[src/rops_pkg.sv]
// shared constants and carrier types for the registered output stage
`default_nettype none
package rops_pkg;
  localparam int unsigned REG_WIDTH = 8;
  localparam int unsigned ARRAY_BITS = 2048;
  localparam int unsigned CLK_PERIOD_NS = 10;
  localparam int unsigned POR_TIME_NS = 1000;
  // longest time: round down, at least one cycle
  localparam int unsigned POR_CYCLES_RAW = POR_TIME_NS / CLK_PERIOD_NS;
  localparam int unsigned POR_CYCLES = (POR_CYCLES_RAW < 1) ? 1 : POR_CYCLES_RAW;
  localparam logic [REG_WIDTH-1:0] REG_RESET = 8'h00;
  localparam logic FUSE_PROGRAMMED_BIT = 1'b1;

  typedef struct packed {
    logic [REG_WIDTH-1:0] pin_out;
    logic [REG_WIDTH-1:0] pin_oe;
  } rops_pins_t;

  typedef struct packed {
    logic rd_valid;
    logic rd_bit;
  } rops_rdback_t;
endpackage : rops_pkg
`default_nettype wire

[src/rops_top.sv]
// registered output stage with preload, power-up clear and secured readback
`timescale 1ns/1ps
`default_nettype none
module rops_top #(
  parameter int unsigned WIDTH = rops_pkg::REG_WIDTH,
  parameter int unsigned ARRAY_BITS = rops_pkg::ARRAY_BITS,
  parameter int unsigned AW = $clog2(ARRAY_BITS)
) (
  input wire logic ref_clk,
  input wire logic reset,
  input wire logic [WIDTH-1:0] next_state,
  input wire logic out_en_n,
  input wire logic preload_en,
  input wire logic [WIDTH-1:0] pin_in,
  output logic [WIDTH-1:0] pin_out,
  output logic [WIDTH-1:0] pin_oe,
  output logic [WIDTH-1:0] state_fb,
  output logic por_busy,
  input wire logic fuse_prog_en,
  input wire logic [AW-1:0] fuse_addr,
  input wire logic fuse_wdata,
  input wire logic secure_blow,
  input wire logic rd_req,
  output logic rd_valid,
  output logic rd_bit,
  output logic secured
);
  localparam logic [WIDTH-1:0] RESET_VEC = WIDTH'(rops_pkg::REG_RESET);

  typedef enum logic [1:0] {
    MODE_CLEAR = 2'b00,
    MODE_LOAD = 2'b01,
    MODE_RUN = 2'b10
  } rops_mode_t;

  rops_mode_t mode;
  logic drive_en;
  logic [WIDTH-1:0] state_d;
  logic [WIDTH-1:0] state_q;
  logic [WIDTH-1:0] pin_q;
  logic fuse_q [ARRAY_BITS];
  logic fuse_we;
  logic secure_q;
  logic rd_src;
  rops_pkg::rops_rdback_t rdback_q;

  rops_por #(
    .CYCLES(rops_pkg::POR_CYCLES)
  ) u_por (
    .ref_clk(ref_clk),
    .reset(reset),
    .por_busy(por_busy)
  );

  // clear held through delay
  // edges inside the delay load the clear value, so early clocks do no harm
  always_comb begin
    if (reset || por_busy) begin
      mode = MODE_CLEAR;
    end else if (preload_en) begin
      mode = MODE_LOAD;
    end else begin
      mode = MODE_RUN;
    end
  end

  // preload disables drivers
  // drivers stay off during preload so the tester never fights the device
  assign drive_en = ~out_en_n & ~preload_en & ~por_busy;

  // one capture cell per registered output
  for (genvar gi = 0; gi < WIDTH; gi++) begin : g_cell
    always_comb begin
      case (mode)
        MODE_CLEAR: begin
          state_d[gi] = RESET_VEC[gi];
        end
        MODE_LOAD: begin
          // load from pins
          // pins are active low, so the stored bit is the inverted pin level
          state_d[gi] = ~pin_in[gi];
        end
        MODE_RUN: begin
          state_d[gi] = next_state[gi];
        end
        default: begin
          state_d[gi] = RESET_VEC[gi];
        end
      endcase
    end

    always_ff @(posedge ref_clk) begin
      state_q[gi] <= state_d[gi];
    end

    // inverted output value
    // pin level has its own flop so the output never passes through logic
    always_ff @(posedge ref_clk) begin
      pin_q[gi] <= ~state_d[gi];
    end

    assign pin_oe[gi] = drive_en;
  end

  assign state_fb = state_q;
  assign pin_out = pin_q;

  // writes refused once secured
  assign fuse_we = fuse_prog_en & ~secure_q & fuse_wdata;

  // one cell per fuse; programming only ever sets a cell, never restores it
  for (genvar gf = 0; gf < ARRAY_BITS; gf++) begin : g_fuse
    always_ff @(posedge ref_clk) begin
      if (reset) begin
        fuse_q[gf] <= 1'b0;
      end else if (fuse_we && (fuse_addr == AW'(gf))) begin
        fuse_q[gf] <= 1'b1;
      end
    end
  end

  // security fuse is sticky: only reset clears it
  always_ff @(posedge ref_clk) begin
    if (reset) begin
      secure_q <= 1'b0;
    end else if (secure_blow) begin
      secure_q <= 1'b1;
    end
  end

  assign secured = secure_q;

  assign rd_src = secure_q ? rops_pkg::FUSE_PROGRAMMED_BIT : fuse_q[fuse_addr];

  // answer flag follows the request one cycle later, high for as long as the request is held
  always_ff @(posedge ref_clk) begin
    if (reset) begin
      rdback_q.rd_valid <= 1'b0;
    end else begin
      rdback_q.rd_valid <= rd_req;
    end
  end

  // read bit holds until the next request
  always_ff @(posedge ref_clk) begin
    if (reset) begin
      rdback_q.rd_bit <= 1'b0;
    end else if (rd_req) begin
      rdback_q.rd_bit <= rd_src;
    end
  end

  assign rd_valid = rdback_q.rd_valid;
  assign rd_bit = rdback_q.rd_bit;
endmodule // rops_top
`default_nettype wire

[src/rops_por.sv]
// power-up reset sequencer: holds clear until the reset delay has elapsed
`timescale 1ns/1ps
`default_nettype none
module rops_por #(
  parameter int unsigned CYCLES = rops_pkg::POR_CYCLES
) (
  input wire logic ref_clk,
  input wire logic reset,
  output logic por_busy
);
  localparam int unsigned CW = $clog2(CYCLES + 1);
  logic [CW-1:0] cnt_q;

  always_ff @(posedge ref_clk) begin
    if (reset) begin
      cnt_q <= '0;
    end else if (cnt_q != CW'(CYCLES)) begin
      cnt_q <= cnt_q + CW'(1);
    end
  end

  // clear is finished once the count reaches the delay
  assign por_busy = (cnt_q != CW'(CYCLES));
endmodule // rops_por
`default_nettype wire

[config.mk]
export PLATFORM = sky130hd
export DESIGN_NAME = rops_top
export DESIGN_NICKNAME = d
export VERILOG_FILES = /design/src/rops_pkg.sv /design/src/rops_top.sv /design/src/rops_por.sv
export SDC_FILE = /design/constraint.sdc
export NUM_CORES = 2
export LEC_CHECK = 0
export ABC_CLOCK_PERIOD_IN_PS = 2400
export BUFFER_PORTS_ARGS = -buffer_cell sky130_fd_sc_hd__buf_2
export CORE_UTILIZATION = 40
export CTS_CLUSTER_SIZE = 24
export DETAILED_ROUTE_END_ITERATION = 10
export PLACE_DENSITY = 0.54
export SYNTH_ARGS = -nofsm -noshare
export SYNTH_HDL_FRONTEND = slang
export SYNTH_SLANG_ARGS = --single-unit
export TNS_END_PERCENT = 100
[constraint.sdc]
create_clock -name ref_clk -period 2.4 [get_ports ref_clk]
set_input_delay 0.12 -clock ref_clk [delete_from_list [all_inputs] [get_ports ref_clk]]
set_output_delay 0.12 -clock ref_clk [all_outputs]
set_load 0.01 [all_outputs]
==> flow_summary.json <==
{
  "outcome": "complete, but fails checks",
  "violations": "setup timing",
  "dpl.hpwl_um": 242000,
  "via_per_inst": 5.94,
  "reg2regPathDepth": 10,
  "leakage_nw": 42.6,
  "grt_overflow": 0,
  "first_pass_iters": 6,
  "first_global_vias": 75400,
  "cts_made_buffers": 229,
  "yosysTopAreaCellShare": 0.571,
  "skew_ps": 65.1,
  "placed_cells_incl_taps": 12600,
  "met2_length_um": 170000,
  "grt_pass1_wl_um": 527000,
  "synth_area_um2": 108000,
  "critPathMaxFanout": 1,
  "combPwrFrac": 0.092,
  "p_seq_frac": 0.494,
  "reg2reg_slack_ps": -400,
  "drc": 0,
  "clk_path_buf_depth": 3,
  "clkSlewWorstSetupHoldPaths_ps": 70,
  "fp-row-count": 190,
  "syn2layout_area_growth_pct": 19.7,
  "antenna_found_initial": 13,
  "insertion_delay_ps": 890,
  "antenna_left": 0,
  "setup_ws_ps": -404,
  "crit_type": "register to register",
  "synth-edff-count": 2047,
  "min_path_type": "input port to register",
  "wl_met1_um": 146000,
  "syn_nets": 8954,
  "ys.flop_type": "edfxtp_1",
  "clock_sinks": 2074,
  "portBuffers": 62,
  "ir_drop_uv": 757,
  "reg2reg_from": "fuse_q[1199]",
  "p_clk_frac": 0.414,
  "critPathLaunchType": "register",
  "wl_um": 362000,
  "min_from": "fuse_addr[9]",
  "cts_tree": "built",
  "ys_seq_area_frac": 0.576,
  "post-route-min-period_ps": 2800,
  "initial_core_util": 0.402,
  "whs_path_depth": 4,
  "postSynthAreaPerCell_um2": 12.1,
  "wl_met3_um": 29000,
  "place_congestion": 0.944,
  "die_area_um2": 271000,
  "maxCapViolCount": 0,
  "drive_gt1_frac": 0.226,
  "wl_per_cell_um": 27.8,
  "p_sw_mw": 20.1,
  "postLayoutCoreUtil": 0.481,
  "dp_slack_ps": -1280,
  "die_x_um": 521,
  "nFillCells": 23600,
  "core_area_um2": 268000,
  "p_sw_frac": 0.241,
  "dr_total_vias": 77400,
  "synth_area_leader_cell": "edfxtp_1",
  "end_kind": "register",
  "drt-initial-drc-count": 9297,
  "die_h_um": 521,
  "fmax_mhz": 357,
  "finalHoldViolCount": 0,
  "final_cell_mix": "nor2_1 (2084), o21bai_1 (2048), edfxtp_1 (2047)",
  "finalCritPeriodShare": 1.17,
  "worstMarginPinSlew_ps": 866,
  "ys_top_cells_by_area": "edfxtp_1 (57%), o21bai_1 (14%), mux4_2 (9.2%)",
  "ys_warn_count": 0,
  "p_int_mw": 63.2,
  "htree_levels": 4,
  "fin_cells": 13000,
  "critPathArrivalTime_ps": 3580,
  "grt_max_degree": 182,
  "synth_seq_cells": 2074,
  "finalSetupViolCount": 1,
  "powerDensity_nw_per_um2": 646,
  "track_usage": 0.264,
  "ys_types": 72,
  "ioPinCount": 63,
  "final_common_cell": "nor2_1",
  "slew_viol_final": 0,
  "multiInputGateArea_um2": 41200,
  "dr.max_layer_used": "met5",
  "holdPathEnd": "fuse_q[1806]",
  "crit_required_ps": 3180,
  "async_flop_share": 0,
  "r2r_end": "rd_bit",
  "relSlewSlack": 0.423,
  "cts_root_buf": "clkbuf_16",
  "synth_cells": 8917,
  "rsz0062_at_grt": "true",
  "layout.nets": 9303,
  "regArea_um2": 62000
}
==> routing by layer <==
metal  track usage  up-vias
met2         0.426     3368
met3        0.0371      661
met4         0.107        8
met1         0.360    40000
met5             0        -
li1              -    33300
==> synth_stat cells, types with 4 or more instances <==
library cell / count
buf_12: 5
buf_6: 18
nand2b_1: 10
a221oi_1: 24
buf_2: 127
nor4_1: 4
nand3_1: 46
o21bai_1: 2048
dfxtp_1: 27
a211oi_1: 6
xor2_1: 4
o21ai_0: 40
a32oi_1: 12
inv_1: 16
mux2_2: 25
nor3_1: 21
o211ai_1: 8
edfxtp_1: 2047
buf_1: 21
nand2_1: 356
nor2b_1: 7
o221ai_1: 15
and3_1: 5
nand4_1: 12
o2111ai_1: 7
clkbuf_1: 936
buf_4: 70
o22a_1: 5
or3_1: 9
mux2i_1: 216
o22ai_1: 26
and2_1: 5
a22oi_1: 77
a21oi_1: 28
a31oi_1: 12
mux4_2: 440
nor2_1: 2098
a41oi_1: 7
mux4_1: 22
nor3_2: 4
==> flip-flops by register name, indices dropped and copies added, names as in the netlist <==
| register | count |
|---|---|
| fuse_q | 2048 |
| rd_valid | 1 |
| secured | 1 |
| u_por.cnt_q | 7 |
| state_fb | 8 |
| rd_bit | 1 |
| pin_out | 8 |
==> per-stage QoR <==
step	hold slack, ps	area, um^2	setup TNS (ps)	total power [mW]
after global placement	337	121000	-625210	49.2
final	151	129000	-404	83.3
after detailed placement	344	121000	-705030	49.4
after global routing	98.4	129000	-699	85.4
after floorplan	236	108000	-1050	46.1
after CTS	73.0	129000	-373	83.6
==> power by group through the flow <==
stage | clock network [mW] | registers, mW | logic [mW]
detailed placement | 0 | 41.9 | 7.46
CTS | 34.9 | 41.1 | 7.55
floorplan | 0 | 41.7 | 4.42
global placement | 0 | 41.9 | 7.35
global route | 36.2 | 41.2 | 7.97
finish | 34.5 | 41.1 | 7.64
==> cell families (layout without fill, tap and decap cells) <==
group / after synthesis / count (layout) / synth area share
adder cells (fa/ha/maj): 2 / 2 / 0.000232
multiplexers: 703 / 703 / 0.120
AO/OA/AOI/OAI: 2335 / 2335 / 0.162
other: 0 / 7 / 0
buffers and inverters: 1199 / 1744 / 0.0480
AND/OR/NAND/NOR: 2598 / 2598 / 0.0937
XOR/XNOR: 6 / 6 / 0.000488
flip-flops: 2074 / 2074 / 0.576
==> area by class of cell <==
type,count,area share
Tap cell,3552,0.0345
Sequential cell,2074,0.481
Multi-Input combinational cell,5644,0.319
Clock buffer,287,0.0461
Clock inverter,140,0.00958
Inverter,19,0.000631
Antenna cell,7,0.000136
Timing Repair Buffer,1298,0.109
==> worst max-delay path by stage <==
| stage | from | end | slack (ps) | depth (start not counted) |
|---|---|---|---|---|
| 3_5_place_dp | fuse_addr[0] | rd_bit | -1280 | 12 |
| 3_3_place_gp | fuse_addr[0] | rd_bit | -1780 | 12 |
| 2_1_floorplan | fuse_addr[0] | fuse_q[366] | -40 | 12 |
| 4_1_cts | fuse_q[1839] | rd_bit | -370 | 9 |
| 6_report | fuse_q[1199] | rd_bit | -400 | 10 |
| 5_1_grt | fuse_q[1126] | rd_bit | -410 | 9 |
==> worst max-delay path: stages (launching register included) <==
cell and delay [ps]:
edfxtp_1 400, mux4_2 490, mux2i_1 250, o22a_1 310, nand4_1 130, buf_4 190, a22oi_1 260, buf_4 190
a32oi_2 60, a311oi_2 330, nor4_2 70
==> timing repair <==
item | in CTS | in global routing
gates cloned | 0 | 0
pin swaps | 10 | 8
setup buffers | 2 | 1
endpoints found under the hold margin | 184 | 0
hold buffers | 31 | 0
gates resized for setup | 28 | 25
setup endpoints to repair | 1136 | 10
Note: power is estimated with default switching activity, not from simulation.
